--- config.mk ---
export PLATFORM = sky130hd
export DESIGN_NAME = qdsl_loader
export DESIGN_NICKNAME = d
export VERILOG_FILES = /design/src/qdsl_pkg.sv /design/src/qdsl_loader.sv /design/src/qdsl_sync.sv
export SDC_FILE = /design/constraint.sdc
export NUM_CORES = 1
export LEC_CHECK = 0
export BUFFER_PORTS_ARGS = -buffer_cell sky130_fd_sc_hd__buf_2
export CORE_ASPECT_RATIO = 1.25
export CORE_MARGIN = 2
export CORE_UTILIZATION = 30
export CTS_BUF_LIST = sky130_fd_sc_hd__clkbuf_16
export DETAILED_ROUTE_END_ITERATION = 10
export SLEW_MARGIN = 20
export SYNTH_ARGS = -nofsm -noshare
export SYNTH_HDL_FRONTEND = slang
export SYNTH_SLANG_ARGS = --single-unit
export TNS_END_PERCENT = 10
--- constraint.sdc ---
create_clock -name i_core_clk -period 4.2 [get_ports i_core_clk]
set_input_delay 0.63 -clock i_core_clk [delete_from_list [all_inputs] [get_ports i_core_clk]]
set_output_delay 0.63 -clock i_core_clk [all_outputs]
set_load 0.005 [all_outputs]
--- src/qdsl_pkg.sv ---
// constants, types and layout for the quad converter serial loader
// Function
// - 16-bit shift register takes one word per frame, MSB first, on the serial clock
// - word bits 15:14 pick channel A, B, C or D (00, 01, 10, 11)
// - word bit 13 picks output range: 0 single, 1 double reference
// - word bit 12 picks reference handling: 0 unbuffered, 1 buffered
// - twelve code bits follow; 10-bit variant drops 2 LSBs, 8-bit drops 4
// - codes are straight binary, zero to full scale
// - frame select is a low-active enable; data only accepted while low
// - after frame select falls, one bit shifts per falling clock edge, 16 pulses
// - standalone: pulses after the 16th falling edge ignored until frame ends
// - a complete frame copies the word into the addressed input register
// - frame select rising before the 16th edge aborts; inputs untouched
// - load strobe high holds outputs; low lets outputs follow inputs
// - low clear, independent of the serial clock, zeroes inputs and outputs
// - interface buffers enabled at frame start, disabled at frame end
// - chain enable high removes 16-pulse gating while frame select is low
// - chain mode: surplus bits appear on chain_out, changing on rising edges
// - load strobe updates an output only if its input was written since
// - load strobe low during a write updates output right after 16th edge
// - power-on: all registers zero, unbuffered, single range
// - power down keeps contents and still accepts writes
package qdsl_pkg;
   localparam int WORD_W    = 16;
   localparam int CODE_W    = 12;
   localparam int N_CHAN    = 4;
   localparam int CNT_W     = 5;
   localparam logic [CNT_W-1:0] WORD_BITS = 5'h10;
   // word field positions
   localparam int F_SEL_HI  = 15;
   localparam int F_SEL_LO  = 14;
   localparam int F_GAIN    = 13;
   localparam int F_BUFR    = 12;
   // resolution selection held in the control register
   localparam logic [1:0] RES_12  = 2'h0;
   localparam logic [1:0] RES_10  = 2'h1;
   localparam logic [1:0] RES_8   = 2'h2;
   localparam logic [1:0] RES_RST = RES_12;
   // register byte offsets on the bus
   localparam int ADDR_W = 5;
   localparam logic [ADDR_W-1:0] OFS_CTRL   = 5'h00;
   localparam logic [ADDR_W-1:0] OFS_STATUS = 5'h04;
   localparam logic [ADDR_W-1:0] OFS_CHAN0  = 5'h08;
   localparam logic [ADDR_W-1:0] OFS_CHAN3  = 5'h14;
   // channel readback layout
   localparam int CH_OUT_GAIN = 12;
   localparam int CH_OUT_BUFR = 13;
   localparam int CH_IN_CODE  = 16;
   localparam int CH_IN_GAIN  = 28;
   localparam int CH_IN_BUFR  = 29;
   // status layout
   localparam int ST_CNT    = 0;
   localparam int ST_ACTIVE = 5;
   localparam int ST_HOLD   = 6;
   localparam int ST_DIRTY  = 8;
   localparam int ST_CHAIN  = 12;
   localparam int ST_PWR    = 13;
   localparam int ST_LOAD   = 14;
   // synchroniser idle levels: frame_n, sclk, din, load_n, clear_n, chain_en, pwr_n
   localparam int N_PINS = 7;
   localparam logic [N_PINS-1:0] PIN_IDLE = 7'h59;
   typedef enum logic [2:0] {
      QDSL_IDLE  = 3'b001,
      QDSL_SHIFT = 3'b010,
      QDSL_HOLD  = 3'b100
   } qdsl_frame_t;
endpackage

--- src/qdsl_loader.sv ---
// serial word loader with double-buffered channel registers and bus readback
//
// The Avalon-MM register port and the address map were decided locally.
`timescale 1ns/10ps
`default_nettype none
module qdsl_loader (
   input  wire logic                              i_core_clk,
   input  wire logic                              i_sys_rst,
   // serial link pins
   input  wire logic                              i_frame_n,
   input  wire logic                              i_sclk,
   input  wire logic                              i_din,
   input  wire logic                              i_load_outputs_n,
   input  wire logic                              i_clear_all_n,
   input  wire logic                              i_chain_enable,
   input  wire logic                              i_power_down_n,
   output logic                                   o_chain_out,
   output logic                                   o_if_buf_en,
   // channel output registers
   output logic      [qdsl_pkg::CODE_W-1:0]       o_code_a,
   output logic      [qdsl_pkg::CODE_W-1:0]       o_code_b,
   output logic      [qdsl_pkg::CODE_W-1:0]       o_code_c,
   output logic      [qdsl_pkg::CODE_W-1:0]       o_code_d,
   output logic      [qdsl_pkg::N_CHAN-1:0]       o_gain,
   output logic      [qdsl_pkg::N_CHAN-1:0]       o_ref_buf,
   output logic                                   o_outputs_live,
   // avalon-mm slave
   input  wire logic [qdsl_pkg::ADDR_W-1:0]       i_avs_address,
   input  wire logic                              i_avs_read,
   input  wire logic                              i_avs_write,
   input  wire logic [31:0]                       i_avs_writedata,
   input  wire logic [3:0]                        i_avs_byteenable,
   output logic      [31:0]                       o_avs_readdata,
   output logic                                   o_avs_waitrequest
);
   import qdsl_pkg::*;

   typedef struct packed {
      qdsl_frame_t                        frame;
      logic [WORD_W-1:0]                  shift;
      logic [CNT_W-1:0]                   cnt;
      logic                               buf_en;
      logic                               chain_out;
      logic                               sclk_prev;
      logic [N_CHAN-1:0][CODE_W-1:0]      in_code;
      logic [N_CHAN-1:0]                  in_gain;
      logic [N_CHAN-1:0]                  in_buf;
      logic [N_CHAN-1:0]                  dirty;
      logic [N_CHAN-1:0][CODE_W-1:0]      out_code;
      logic [N_CHAN-1:0]                  out_gain;
      logic [N_CHAN-1:0]                  out_buf;
      logic                               live;
      logic [1:0]                         res;
      logic                               ack;
      logic [31:0]                        rdata;
   } qdsl_state_t;

   qdsl_state_t s_q;
   qdsl_state_t s_d;

   logic [N_PINS-1:0] pins_s;
   logic              frame_n_s;
   logic              sclk_s;
   logic              din_s;
   logic              load_n_s;
   logic              clear_n_s;
   logic              chain_s;
   logic              pwr_n_s;
   logic              sclk_fall;
   logic              sclk_rise;
   logic              bus_req;

   // every pin is foreign to the core clock, so all pass two flops
   qdsl_sync #(
      .W       (N_PINS),
      .RST_VAL (PIN_IDLE)
   ) u_sync (
      .i_core_clk (i_core_clk),
      .i_sys_rst  (i_sys_rst),
      .i_async    ({i_power_down_n, i_chain_enable, i_clear_all_n, i_load_outputs_n,
                    i_din, i_sclk, i_frame_n}),
      .o_sync     (pins_s)
   );

   assign frame_n_s = pins_s[0];
   assign sclk_s    = pins_s[1];
   assign din_s     = pins_s[2];
   assign load_n_s  = pins_s[3];
   assign clear_n_s = pins_s[4];
   assign chain_s   = pins_s[5];
   assign pwr_n_s   = pins_s[6];

   // edges of the sampled serial clock
   assign sclk_fall = s_q.sclk_prev & ~sclk_s;
   assign sclk_rise = ~s_q.sclk_prev & sclk_s;
   assign bus_req   = i_avs_read | i_avs_write;

   // code mask for the selected resolution; low bits of narrow parts are ignored
   function automatic logic [CODE_W-1:0] res_mask(input logic [1:0] res);
      logic [CODE_W-1:0] m;
      m = 12'hFFF;
      if (res == RES_10) begin
         m = 12'hFFC;
      end else if (res == RES_8) begin
         m = 12'hFF0;
      end
      return m;
   endfunction

   // readback word for one channel
   function automatic logic [31:0] chan_word(input qdsl_state_t st, input logic [1:0] ch);
      logic [31:0] w;
      w = 32'h0000_0000;
      w[CODE_W-1:0]                     = st.out_code[ch];
      w[CH_OUT_GAIN]                    = st.out_gain[ch];
      w[CH_OUT_BUFR]                    = st.out_buf[ch];
      w[CH_IN_CODE +: CODE_W]           = st.in_code[ch];
      w[CH_IN_GAIN]                     = st.in_gain[ch];
      w[CH_IN_BUFR]                     = st.in_buf[ch];
      return w;
   endfunction

   // next state of the whole block
   always_comb begin
      logic              do_commit;
      logic [WORD_W-1:0] word;
      logic [1:0]        ch;
      logic [WORD_W-1:0] shifted;
      logic [4:0]        ofs_idx;
      do_commit = 1'b0;
      word      = s_q.shift;
      ch        = 2'h0;
      shifted   = {s_q.shift[WORD_W-2:0], din_s};
      ofs_idx   = 5'h00;
      s_d       = s_q;
      s_d.sclk_prev = sclk_s;
      s_d.live      = pwr_n_s;                    // contents untouched in power down

      // frame sequencing on the sampled link
      case (s_q.frame)
         QDSL_IDLE: begin
            if (!frame_n_s) begin                 // low level enables the link
               s_d.frame  = QDSL_SHIFT;
               s_d.cnt    = '0;
               s_d.buf_en = 1'b1;                 // buffers up at frame start
            end
         end
         QDSL_SHIFT: begin
            if (frame_n_s) begin
               // early rise in standalone drops the word
               if (chain_s && s_q.cnt == WORD_BITS) begin
                  do_commit = 1'b1;               // last 16 bits form the word
                  word      = s_q.shift;
               end
               s_d.frame  = QDSL_IDLE;
               s_d.buf_en = 1'b0;                 // buffers down at frame end
            end else if (sclk_fall) begin
               s_d.shift = shifted;               // MSB first, one per falling edge
               if (s_q.cnt != WORD_BITS) begin
                  s_d.cnt = s_q.cnt + 5'h01;
               end
               if (!chain_s && s_q.cnt == WORD_BITS - 5'h01) begin
                  do_commit = 1'b1;               // word complete on 16th edge
                  word      = shifted;
                  s_d.frame = QDSL_HOLD;          // further pulses ignored
               end
            end else if (sclk_rise && chain_s && s_q.cnt == WORD_BITS) begin
               // gating removed in chain mode, surplus bit out on rise
               s_d.chain_out = s_q.shift[WORD_W-1];
            end
         end
         QDSL_HOLD: begin
            if (frame_n_s) begin                  // only a new frame reopens
               s_d.frame  = QDSL_IDLE;
               s_d.buf_en = 1'b0;
            end
         end
         default: begin
            s_d.frame  = QDSL_IDLE;
            s_d.buf_en = 1'b0;
         end
      endcase

      // transparent while strobe low, but only for channels written since
      if (!load_n_s) begin
         for (int i = 0; i < N_CHAN; i++) begin
            if (s_q.dirty[i]) begin
               s_d.out_code[i] = s_q.in_code[i];
               s_d.out_gain[i] = s_q.in_gain[i];
               s_d.out_buf[i]  = s_q.in_buf[i];
               s_d.dirty[i]    = 1'b0;
            end
         end
      end

      // commit after the copy so a new write's flag survives; output follows next cycle
      if (do_commit) begin
         ch                = {word[F_SEL_HI], word[F_SEL_LO]};    // channel select
         s_d.in_code[ch]   = word[CODE_W-1:0] & res_mask(s_q.res);
         s_d.in_gain[ch]   = word[F_GAIN];                         // range bit
         s_d.in_buf[ch]    = word[F_BUFR];                         // reference bit
         s_d.dirty[ch]     = 1'b1;
      end

      // clear acts on the core clock alone, whatever the serial clock does
      if (!clear_n_s) begin
         s_d.in_code  = '0;
         s_d.in_gain  = '0;
         s_d.in_buf   = '0;
         s_d.out_code = '0;
         s_d.out_gain = '0;
         s_d.out_buf  = '0;
         s_d.dirty    = '0;
      end

      // bus slave: one wait cycle, then the access completes
      s_d.ack = bus_req & ~s_q.ack;
      if (bus_req && !s_q.ack) begin
         s_d.rdata = 32'h0000_0000;
         ofs_idx   = i_avs_address;
         if (i_avs_address == OFS_CTRL) begin
            s_d.rdata[1:0] = s_q.res;
         end else if (i_avs_address == OFS_STATUS) begin
            s_d.rdata[ST_CNT +: CNT_W]       = s_q.cnt;
            s_d.rdata[ST_ACTIVE]             = s_q.buf_en;
            s_d.rdata[ST_HOLD]               = (s_q.frame == QDSL_HOLD);
            s_d.rdata[ST_DIRTY +: N_CHAN]    = s_q.dirty;
            s_d.rdata[ST_CHAIN]              = chain_s;
            s_d.rdata[ST_PWR]                = pwr_n_s;
            s_d.rdata[ST_LOAD]               = load_n_s;
         end else if (i_avs_address >= OFS_CHAN0 && i_avs_address <= OFS_CHAN3
                      && i_avs_address[1:0] == 2'h0) begin
            ofs_idx   = i_avs_address - OFS_CHAN0;
            s_d.rdata = chan_word(s_q, ofs_idx[3:2]);
         end
      end
      // write lands on the edge where waitrequest is low; others are ignored
      if (s_q.ack && i_avs_write && i_avs_address == OFS_CTRL && i_avs_byteenable[0]) begin
         s_d.res = i_avs_writedata[1:0];
         if (i_avs_writedata[1:0] == 2'h3) begin
            s_d.res = RES_8;                      // unused code folds to narrowest part
         end
      end

      // power-on state: zeros, unbuffered, single range
      if (i_sys_rst) begin
         s_d           = '0;
         s_d.frame     = QDSL_IDLE;
         s_d.res       = RES_RST;
         s_d.sclk_prev = 1'b0;
         s_d.live      = 1'b0;
      end
   end

   // single state register
   always_ff @(posedge i_core_clk) begin
      s_q <= s_d;
   end

   // outputs straight from the state flops, except waitrequest, which also decodes the live bus request
   assign o_chain_out       = s_q.chain_out;
   assign o_if_buf_en       = s_q.buf_en;
   assign o_code_a          = s_q.out_code[0];
   assign o_code_b          = s_q.out_code[1];
   assign o_code_c          = s_q.out_code[2];
   assign o_code_d          = s_q.out_code[3];
   assign o_gain            = s_q.out_gain;
   assign o_ref_buf         = s_q.out_buf;
   assign o_outputs_live    = s_q.live;
   assign o_avs_readdata    = s_q.rdata;
   assign o_avs_waitrequest = bus_req & ~s_q.ack;
endmodule
`default_nettype wire

--- src/qdsl_sync.sv ---
// two-stage synchroniser for the serial pins
`timescale 1ns/10ps
`default_nettype none
module qdsl_sync #(
   parameter int                 W       = 1,
   parameter logic [W-1:0]       RST_VAL = '0
) (
   input  wire logic             i_core_clk,
   input  wire logic             i_sys_rst,
   input  wire logic [W-1:0]     i_async,
   output logic      [W-1:0]     o_sync
);
   logic [W-1:0] meta_q;
   logic [W-1:0] sync_q;

   // first stage feeds only the second stage
   always_ff @(posedge i_core_clk) begin
      if (i_sys_rst) begin
         meta_q <= RST_VAL;
         sync_q <= RST_VAL;
      end else begin
         meta_q <= i_async;
         sync_q <= meta_q;
      end
   end

   assign o_sync = sync_q;
endmodule
`default_nettype wire

Word level (Yosys, flattened, before mapping)
Index checks and enable logic that the tools add are counted.
- bits in registers: 193
- input bits: 52
- output and inout port bits: 92
- add/sub/neg operators: 2
- $lt $le $gt $ge: 5
- eq/ne operators: 18
- mux-type cells: 65
- bitwise gates (word level): 13
- reductions and logical operators: 27
- operator list (operator ; count):
    $mux W12 ; 8
    $mux W16 ; 4
    $mux W30 ; 2
    $mux W60 ; 1
    $bmux W12 S2 ; 2
    $bwmux W48 ; 1
    $demux W12 S2 ; 1
    $mux W24 ; 1
    $mux W1 ; 20
    $mux W15 ; 1
    $mux W7 ; 2
    $and A12 B12 Y12 ; 1
    $mux W3 ; 4
    $mux W4 ; 3
    $logic_and A1 B1 Y1 ; 11
    $mux W5 ; 2
    $pmux W5 S2 ; 1
    $reduce_and A2 Y1 ; 5
    $pmux W3 S3 ; 1
    $bmux W1 S2 ; 4
    $bwmux W4 ; 2
    $ne A2 B2 Y1 const B ; 4
    $reduce_and A4 Y1 ; 2
    $not A1 Y1 ; 7
    other kinds (31) ; 40

Longest topological paths before layout
Gate-level depths: netlist (run 1).
- depth in word-level cells: 12
- depth in mapped cells: 9

By module
Synthesis (run 1) repeated with hierarchy kept, for this count alone.
- cell total of the unflattened synthesis: 954
- area total of the unflattened synthesis: 8700.8 um^2
- modules (own cells, without submodules) (module ; times used ; cells each ; area each (um^2)):
    qdsl_loader ; 1 ; 925 ; 8316.7
    qdsl_sync ; 1 ; 29 ; 384.1

Worst setup path after synthesis (run 1)
Ideal clock, no wire load.
- kind: register to register
- start: reg s_q[155] (netlist name)
- end: reg s_q[130] (netlist name)
- library setup time: 0.121 ns
- data arrival time: 2.041 ns
- data required time: 4.079 ns
- slack: 2.038 ns
- cell stages (with the launch flop): 10
- period minus slack after synthesis: 2.162 ns
- path through: dfxtp_1 > ha_1 > and3_1 > ha_1 > nand4bb_1 > buf_2 > o22ai_2 > o211ai_2 > buf_4 > mux2i_1
- cells in the longest elaborated chain, start to end: 11
- ends and longest elaborated chain (element ; RTL line ; source):
    start, declared ; qdsl_loader.sv:58 ; qdsl_state_t s_q;
    start signal, assigned ; qdsl_loader.sv:257 ; s_q <= s_d;
    $eq A5 B4 Y1 ; qdsl_loader.sv:162 ; if (!chain_s && s_q.cnt == WORD_BITS - 5'h01) begin
    $logic_and A1 B1 Y1 ; qdsl_loader.sv:162 ;
    $mux W16 ; qdsl_loader.sv:162 ;
    $mux W16 ; qdsl_loader.sv:157 ; end else if (sclk_fall) begin
    $mux W16 ; qdsl_loader.sv:149 ; if (frame_n_s) begin
    $mux W16 ; qdsl_loader.sv:140 ; case (s_q.frame)
    $lt A2 B3 Y1 (implied by the code) / $ge A2 B1 Y1 (equally long branches) ; qdsl_loader.sv:199 ; s_d.in_code[ch] = word[CODE_W-1:0] & res_mask(s_q.res);
    $logic_and A1 B1 Y1 (implied by the code) ; qdsl_loader.sv:199 ;
    $mux W12 (implied by the code) ; qdsl_loader.sv:199 ;
    $demux W12 S2 ; qdsl_loader.sv:199 ;
    $bwmux W48 ; qdsl_loader.sv:199 ;
Parallel ways exist; a longest one is shown, timed or not.
A chain may end at the register's enable or synchronous reset.

Worst setup path after layout (run 1)
- start: reg s_q[177] (netlist name)
- end: reg s_q[113] (netlist name)
- cells in the longest elaborated chain, start to end: 7
- ends and longest elaborated chain (element ; RTL line):
    $eq A3 B2 Y1 * ; qdsl_loader.sv:140
    $mux W16 ; qdsl_loader.sv:140
    $lt A2 B3 Y1 (implied by the code) / $ge A2 B1 Y1 (equally long branches) ; qdsl_loader.sv:199
    $logic_and A1 B1 Y1 (implied by the code) ; qdsl_loader.sv:199
    $mux W12 (implied by the code) ; qdsl_loader.sv:199
    $demux W12 S2 ; qdsl_loader.sv:199
    $bwmux W48 ; qdsl_loader.sv:199
Mark *: on every way between the ends. The rest lies on a longest branch, timed or not.

==> results of run 1 <==
power by group through the flow:
stage | Combinational [mW] | Clock (mW) | Sequential [mW]
after floorplan | 0.112 | 0 | 1.86
after global placement | 0.153 | 0 | 1.87
after detailed placement | 0.155 | 0 | 1.87
after CTS | 0.154 | 1.60 | 1.83
after global routing | 0.167 | 1.67 | 1.83
final | 0.153 | 1.58 | 1.83
registers in the layout (all words and copies together), names as in the netlist:
signal	flops
o_outputs_live	1
o_if_buf_en	1
o_avs_readdata	29
o_code_a	12
o_chain_out	1
o_gain	4
o_ref_buf	4
u_sync.meta_q	7
o_code_c	12
o_code_d	12
u_sync.o_sync	7
s_q	88
o_code_b	12
critical path, delay by kind of cell (launching register included):
kind | cells | cell delay (ns)
simple gates | 1 | 0.93
mux | 1 | 0.27
flops | 1 | 0.54
compound gates | 2 | 1.07
worst paths after layout:
kind                 endpoint  slack (ns)
min reg2reg  u_sync.o_sync[4]        0.41
max reg2reg          s_q[113]        1.30
max                  s_q[113]        1.30
min          u_sync.meta_q[6]        0.37
layer usage:
| layer | track usage | wire length (µm) | vias to the layer above |
|---|---|---|---|
| li1 | - | - | 3154 |
| met1 | 0.1970 | 10090 | 3217 |
| met2 | 0.2845 | 12510 | 214 |
| met3 | 0.03523 | 1359 | 31 |
| met4 | 0.06490 | 690 | 0 |
| met5 | 0 | 0 | - |
layout make-up:
cell class	instances	area, µm²
tap	355	444.2
clock inverter	14	141.4
clock buffer	17	425.4
fill	2953	19010
sequential	190	3804
inverter	7	26.28
multi-input combinational	603	3975
timing repair buffer	124	663.1
cell families after synthesis:
logic type | after synthesis | synth area share
buf+inv | 159 | 0.1122
xor+xnor | 2 | 0.002008
mux | 88 | 0.1411
flops | 190 | 0.4360
fa+ha+maj | 4 | 0.005737
compound gates | 163 | 0.1179
simple gates | 343 | 0.1846
other cells | 1 | 0.0004299
cells in the final DEF (no fill, tap or decap), drive strengths merged, types with 3 or more instances in the layout:
cell,count
nor3,10
nor3b,3
and3,3
nor2b,17
a22oi,19
mux2i,60
nand3b,5
clkinv,5
nand2b,9
nor4b,4
o211ai,4
dfxtp,190
a21o,12
clkinvlp,3
buf,124
clkbuf,17
or2,9
a21oi,82
conb,3
o21ai,24
nand3,22
nor4,7
mux4,28
nor2,31
nand2,213
ha,4
a221oi,8
inv,12
stage by stage:
stage	utilization	cell area [µm²]	worst slack [ns]	instances
2_1_floorplan	-	8731	2.038	952
3_3_place_gp	0.3128	8912	1.353	1279
3_5_place_dp	0.3128	8912	1.356	1279
4_1_cts	0.3327	9479	1.320	1310
5_1_grt	0.3327	9479	1.072	1310
6_report	0.3327	9479	1.301	1310
==> results_dict.tcl, run 1 <==
set metrics [dict create \
    io_pins 144 \
    grt_pass1_vias 6398 \
    power_frac_clock 0.444 \
    seqPwrFrac 0.513 \
    crit_chain "nor4b_2 -> a211oi_1 -> o211ai_4 -> mux2i_1" \
    synth_edf_count 0 \
    max_stage_delay_ns 0.93 \
    rsz0062_at_grt "no" \
    slew_viol_final 0 \
    seq_area_frac_synth 0.4360 \
    routed_wl_um 24660 \
    vias_per_cell 5.050 \
    crit_path_start "s_q[177]" \
    irDropWorstVdd_v 0.0002829 \
    num_vias 6616 \
    area_delta_synth_final_pct 8.663 \
    clock_sinks 190 \
    min-delay-start "i_power_down_n" \
    drtIter0Drc 507 \
    initial_core_util 0.3062 \
    cts_buffer_depth 2 \
    cp-end-kind "flip-flop" \
    grt_start_max_net_pins 58 \
    cap_violations 0 \
    rows 69 \
    critical_path_arrival_ns 3.27 \
    slew_headroom 0.2811 \
    yosysTopAreaCell "dfxtp_1" \
    diodes 0 \
    grt_pass1_wl_um 38070 \
    ctsResizeCount 0 \
    fmax_mhz 344.9 \
    syn_area_mm2 0.008723 \
    wl_per_cell_um 18.82 \
    hold_viol 0 \
    synthCells 950 \
    ys_warn_count 0 \
    ys_ff_latch 190 \
    cts_tree "done" \
    cp_data_required_time_ns 4.57 \
    dr.pass1.iters 5 \
    numCtsBuffers 17 \
    p_sw_frac 0.2434 \
    hold_depth 2 \
    synthTopCellsByCount "nand2_1 (213), dfxtp_1 (190), buf_4 (89), a21oi_1 (82), mux2i_1 (60)" \
    remaining_drc_errors 0 \
    clkSlewWorstSetupHoldPaths_ns 0.07 \
    cts_setup_buffers 0 \
    cp_slowest_cell "nor4b_2" \
    comb_power_share 0.043 \
    reg2reg_from "s_q[177]" \
    cp_max_fo 15 \
    drtAntennaViolNets 0 \
    synth_cell_types 58 \
    synth.avg_cell_area_um2 9.182 \
    rr_worst_depth 4 \
    p_int_mw 2.695 \
    leakage_nw 3.770 \
    async_reset_ff_frac 0 \
    start_kind "flip-flop" \
    period_minus_slack_ns 2.899 \
    finClkSkew_ns 0.01308 \
    layout.nets 999 \
    grt-ovfl-total 0 \
    fin_crit_sh 0.6903 \
    hold_class "input port to flip-flop" \
    power_mw 3.561 \
    p_per_area_mw_per_mm2 375.7 \
    timing.hold.ws_ns 0.3704 \
    io_buffers 107 \
    switchingPower_uw 866.7 \
    grt_antenna_before_repair 0 \
    setup_viol 0 \
    core-area_mm2 0.02849 \
    routabilityCongestion 0.7918 \
    grt_usage 0.1643 \
    htree_num_levels 4 \
    cts_root_buf "clkbuf_16" \
    tightest_slew_ns 1.076 \
    die_w_um 156.5 \
    status "finished, final reports clean" \
    die_h_um 194.7 \
    synth_area_leaders "dfxtp_1 (44%), nand2_1 (9.2%), buf_4 (7.7%)" \
    crit_type "flip-flop to flip-flop" \
    clk_latency_ns 0.44 \
    netlist.area_leader.share 0.4360 \
    die_area_mm2 0.03047 \
    yosysMostFrequentCell "nand2_1" \
    drive_above_1_share 0.2178 \
    ctsHoldBuffers 0 \
    dp_hpwl_um 16830 \
    synth_flop_cell "dfxtp_1" \
    setup_tns_ns 0 \
]
Power figures use the tool's default switching activity.
==> run 2: changes to the inputs <==
==> constraint.sdc (replaced) <==
create_clock -name i_core_clk -period 2.33 [get_ports i_core_clk]
set_input_delay 0.3495 -clock i_core_clk [delete_from_list [all_inputs] [get_ports i_core_clk]]
set_output_delay 0.3495 -clock i_core_clk [all_outputs]
set_load 0.005 [all_outputs]
==> run 2 against run 1 <==
  * Clock power rose by 93%
  * Register-to-register slack worse by 1.2 ns
  * Sequential power increased by 80%
  * Via count rose by 0.53%
  * First-iteration DRC count down 11%
  * Power increased by 87%
  * Hold slack got worse by 0.28 ns
==> results_dict.tcl, run 2 (same netlist as run 1, synthesis figures left out) <==
set metrics [dict create \
    status "finished, final reports clean" \
    final_cells 1334 \
    clk_latency_ns 0.44 \
    core-area_mm2 0.02849 \
    dr.pass1.iters 5 \
    min-delay-start "i_power_down_n" \
    max_stage_delay_ns 0.37 \
    die_area_mm2 0.03047 \
    grt_start_max_net_pins 49 \
    drtAntennaViolNets 0 \
    r2r-end "s_q[142]" \
    crit_buf_inv 1 \
    fin_crit_sh 0.9397 \
    crit_type "flip-flop to flip-flop" \
    diodes 0 \
    grt_pass1_wl_um 38250 \
    cts_tree "done" \
    drive_above_1_share 0.2441 \
    num_vias 6651 \
    hold_class "input port to flip-flop" \
    initial_core_util 0.3062 \
    final_area_mm2 0.009879 \
    cp_slowest_cell "o22ai_4" \
    grt_pass1_vias 6694 \
    mostFrequentLayoutCells "nand2_1 (213), dfxtp_1 (188), buf_2 (107)" \
    period_minus_slack_ns 2.189 \
    cp_data_required_time_ns 2.69 \
    cp_max_fo 8 \
    final_common_cell "nand2_1" \
    layout.nets 1022 \
    cts_buffer_depth 2 \
    clock_sinks 190 \
    drtIter0Drc 451 \
    r2r_slack_ns 0.14 \
    die_w_um 156.5 \
    regMostFlops "s_q" \
    fillCellCount 2933 \
    rows 69 \
    grt_antenna_before_repair 0 \
    path_delay_family "compound AO/OA/AOI/OAI gates" \
    largest_reg_flops 88 \
    routabilityCongestion 0.8126 \
    rr_worst_depth 8 \
    hold_viol 0 \
    dp.cells 1300 \
    cap_violations 0 \
    hold_depth 2 \
    min_to "u_sync.meta_q[6]" \
    setup_viol 0 \
    cts_root_buf "clkbuf_16" \
    dp_hpwl_um 17700 \
    io_buffers 107 \
    grt-ovfl-total 0 \
    slew_headroom 0.5964 \
    start_kind "flip-flop" \
    tightest_slew_ns 0.6041 \
    multi_input_area_mm2 0.004014 \
    remaining_drc_errors 0 \
    slew_viol_final 0 \
    wl_per_cell_um 18.52 \
    grt_usage 0.1647 \
    finClkSkew_ns 0.01212 \
    ctsHoldBuffers 0 \
    routed_wl_um 24710 \
    cp-end-kind "flip-flop" \
    clkSlewWorstSetupHoldPaths_ns 0.08 \
    seqCellArea_mm2 0.003806 \
    area_delta_synth_final_pct 13.25 \
    htree_num_levels 4 \
    post_dp_cell_area_mm2 0.009183 \
    irDropWorstVdd_v 0.0004870 \
    vias_per_cell 4.986 \
    leakage_nw 3.976 \
    reg2reg_from "s_q[155]" \
    critical_path_arrival_ns 2.55 \
    crit_chain "ha_1 -> and3_1 -> ha_4 -> nand4bb_2 -> o22ai_4 -> o2111ai_4 -> buf_12 -> mux2i_1" \
    final_util 0.3468 \
    timing.hold.ws_ns 0.08694 \
    die_h_um 194.7 \
    numCtsBuffers 17 \
    fmax_mhz 456.7 \
    io_pins 144 \
    p_per_area_mw_per_mm2 672.6 \
]
[run 2: cell types whose count changed in the layout (fill, tap and decap cells not counted), sizes merged]
cell	before	now
buf	124	146
clkinvlp	3	0
inv	12	14
bufinv	1	2
clkbuf	17	18
clkinv	5	6
[run 2: metal layers]
layer	global-route usage	wire, µm	vias to the layer above
li1	-	-	3203
met1	0.1912	10130	3254
met2	0.2816	12370	158
met3	0.04236	1270	36
met4	0.07747	932	0
met5	0	0	-
[run 2: worst max path at each step]
| stage | to | slack, ns | startpoint | depth (start not counted) |
|---|---|---|---|---|
| detailed placement | s_q[148] | 0.05 | s_q[156] | 8 |
| global route | s_q[142] | -0.01 | s_q[155] | 8 |
| CTS | s_q[142] | 0.009 | s_q[155] | 8 |
| floorplan | s_q[130] | 0.17 | s_q[155] | 9 |
| global placement | s_q[149] | 0.11 | s_q[156] | 8 |
| finish | s_q[142] | 0.14 | s_q[155] | 8 |
[run 2: layout make-up]
class	instances	share of cell area
clock buffer	17	0.04306
clock inverter	15	0.01963
inverter	7	0.002660
multi-input combinational	603	0.4063
sequential	190	0.3853
tap	355	0.04496
timing repair buffer	147	0.09815
[run 2: repair_timing]
item                                    in CTS  in global routing
endpoints found under the setup margin       0                 60
setup buffers                                0                  1
resized for setup                            0                  9
[run 2: where the power goes]
group          internal, mW  total (mW)  switching (mW)
Clock                  1.64        3.05            1.41
Sequential             3.27        3.29          0.0208
Combinational         0.110       0.298           0.187
[run 2: metrics by stage]
step,TNS (ns),setup slack (ns),total power [mW]
floorplan,0,0.1684,3.561
global placement,0,0.1074,3.666
detailed placement,0,0.05097,3.667
CTS,0,0.008722,6.702
global route,-0.02357,-0.01175,6.849
finish,0,0.1405,6.645
==> run 3: changes to the inputs <==
--- a/config.mk
+++ b/config.mk
@@ -8,9 +8,10 @@
 export BUFFER_PORTS_ARGS = -buffer_cell sky130_fd_sc_hd__buf_2
 export CORE_ASPECT_RATIO = 1.25
 export CORE_MARGIN = 2
-export CORE_UTILIZATION = 30
+export CORE_UTILIZATION = 51
 export CTS_BUF_LIST = sky130_fd_sc_hd__clkbuf_16
 export DETAILED_ROUTE_END_ITERATION = 10
+export PLACE_DENSITY = 0.76
 export SLEW_MARGIN = 20
 export SYNTH_ARGS = -nofsm -noshare
 export SYNTH_HDL_FRONTEND = slang
==> run 3 against run 2 <==
  * Die area fell by 40%
  * Critical endpoint is now s_q[149]
  * Sequential share of layout area grew 1.2 points
  * Wire length fell by 10%
  * Hold slack gained 0.0013 ns
  * First-iteration DRC count is 48% higher
  * Cell area down 3.0%
  * Non-clock buffer count shrank 2
  * Fmax fell by 2.0%
  * Flip-flop and latch count did not move
  * Via count grew 4.0%
  * Worst setup slack got worse by 0.045 ns
==> results_dict.tcl, run 3 (same netlist as run 1, synthesis figures left out) <==
set metrics [dict create \
    crit_chain "ha_1 -> and3_1 -> ha_2 -> nor4bb_4 -> buf_4 -> a21boi_1 -> o2111ai_4 -> buf_12 -> mux2i_1" \
    switchingPower_mw 1.563 \
    cp_slowest_cell "dfxtp_2" \
    io_buffers 107 \
    crit_type "flip-flop to flip-flop" \
    drtIter0Drc 668 \
    leakage_nw 3.924 \
    grt_antenna_before_repair 0 \
    mostFrequentLayoutCells "nand2_1 (213), dfxtp_1 (189), buf_2 (107)" \
    cp_data_required_time_ns 2.70 \
    grt_usage 0.2491 \
    htree_num_levels 4 \
    endpoint "s_q[149]" \
    critical_path_arrival_ns 2.60 \
    hold_class "input port to flip-flop" \
    layout.nets 1020 \
    p_int_mw 4.891 \
    irDropWorstVdd_v 0.0003977 \
    remaining_drc_errors 0 \
    crit_buf_inv 2 \
    grt_pass1_vias 6476 \
    r2r_slack_ns 0.1 \
    worstSetupPathDepth 9 \
    core-area_mm2 0.01678 \
    largest_reg_flops 88 \
    cts_tree "done" \
    post_dp_cell_area_mm2 0.008949 \
    numCtsBuffers 17 \
    final_area_mm2 0.009587 \
    clkSlewWorstSetupHoldPaths_ns 0.07 \
    final_common_cell "nand2_1" \
    die_w_um 121.0 \
    crit_path_start "s_q[155]" \
    cp-end-kind "flip-flop" \
    fmax_mhz 447.5 \
    hold_viol 0 \
    slew_headroom 0.4713 \
    max_stage_delay_ns 0.35 \
    path_delay_family "simple AND/OR/NAND/NOR gates" \
    wl_per_cell_um 18.50 \
    rr_worst_depth 9 \
    finClkSkew_ns 0.008915 \
    cap_violations 0 \
    power_mw 6.454 \
    dr.pass1.iters 5 \
    rows 53 \
    area_delta_synth_final_pct 9.897 \
    clock_sinks 190 \
    num_vias 6918 \
    dp.cells 1163 \
    layout_setup_ws_ns 0.09531 \
    period_minus_slack_ns 2.235 \
    rsz0062_at_grt "yes" \
    grt_start_max_net_pins 58 \
    die_area_mm2 0.01817 \
    regMostFlops "s_q" \
    grt_pass1_wl_um 34750 \
    power_frac_clock 0.445 \
    slew_viol_final 0 \
    dp_hpwl_um 15090 \
    cts_root_buf "clkbuf_16" \
    status "finished, final reports clean" \
    comb_power_share 0.045 \
    clk_latency_ns 0.44 \
    die_h_um 150.2 \
    drive_above_1_share 0.2375 \
    fin_crit_sh 0.9591 \
    place_ws_ns -0.1718 \
    p_sw_frac 0.2421 \
    initial_core_util 0.5199 \
    reg2reg_from "s_q[155]" \
    r2r-end "s_q[149]" \
    diodes 0 \
    cts_buffer_depth 2 \
    fillCellCount 1455 \
    routed_wl_um 22150 \
    final_cells 1197 \
    p_per_area_mw_per_mm2 673.2 \
    tightest_slew_ns 0.7931 \
    io_pins 144 \
    drtAntennaViolNets 0 \
    seqPwrFrac 0.510 \
    grt-ovfl-total 0 \
    cp_max_fo 15 \
    setup_viol 0 \
    routabilityCongestion 0.8326 \
    start_kind "flip-flop" \
    vias_per_cell 5.779 \
]
run 3: cell count changes in the layout (fill, tap and decap cells not counted), moves of 2 or more:
cell | previous run | this run
inv_6 | 2 | 5
clkinv_2 | 2 | 0
clkinv_1 | 0 | 3
clkinv_8 | 2 | 0
buf_12 | 9 | 7
run 3: power groups by stage:
stage	Combinational (mW)	Clock, mW	Sequential [mW]
floorplan	0.203	0	3.36
global placement	0.287	0	3.37
detailed placement	0.289	0	3.37
CTS	0.290	2.88	3.29
global route	0.316	3.02	3.30
finish	0.292	2.87	3.29
run 3: per-layer routing:
layer | track usage | wire length [µm]
met5 | 0 | 0
met4 | 0.08023 | 433
met3 | 0.05795 | 1865
met2 | 0.4138 | 10840
met1 | 0.3205 | 9015
run 3: what timing repair did:
action	in CTS	in global routing
buffers inserted	1	1
hold endpoints to repair	0	0
hold buffers	0	0
pin swaps	2	2
resized for setup	3	3
setup endpoints to repair	30	28
run 3: metrics by stage:
step                hold WS (ns)  setup TNS, ns  utilization
floorplan                 0.3895              0            -
global placement          0.3950         -1.703       0.5334
detailed placement        0.3980         -4.386       0.5334
CTS                      0.07977              0       0.5696
global route             0.08714        -0.5505       0.5714
finish                   0.08822              0       0.5714
run 3: how the worst min path moves through the flow:
| stage | startpoint | end | slack (ns) | depth (start not counted) |
|---|---|---|---|---|
| 2_1_floorplan | u_sync.meta_q[0] | u_sync.o_sync[0] | 0.39 | 1 |
| 3_3_place_gp | u_sync.meta_q[4] | u_sync.o_sync[4] | 0.40 | 1 |
| 3_5_place_dp | u_sync.meta_q[0] | u_sync.o_sync[0] | 0.40 | 1 |
| 4_1_cts | i_frame_n | u_sync.meta_q[0] | 0.08 | 2 |
| 5_1_grt | i_power_down_n | u_sync.meta_q[6] | 0.09 | 2 |
| 6_report | i_clear_all_n | u_sync.meta_q[4] | 0.09 | 2 |
run 3: layout make-up:
cell class,count,area [µm²],area share
timing repair buffer,145,915.9,0.09554
clock buffer,17,425.4,0.04437
tap,220,275.3,0.02871
inverter,7,26.28,0.002741
clock inverter,15,147.6,0.01540
sequential,190,3805,0.3969
multi-input combinational,603,3991,0.4163
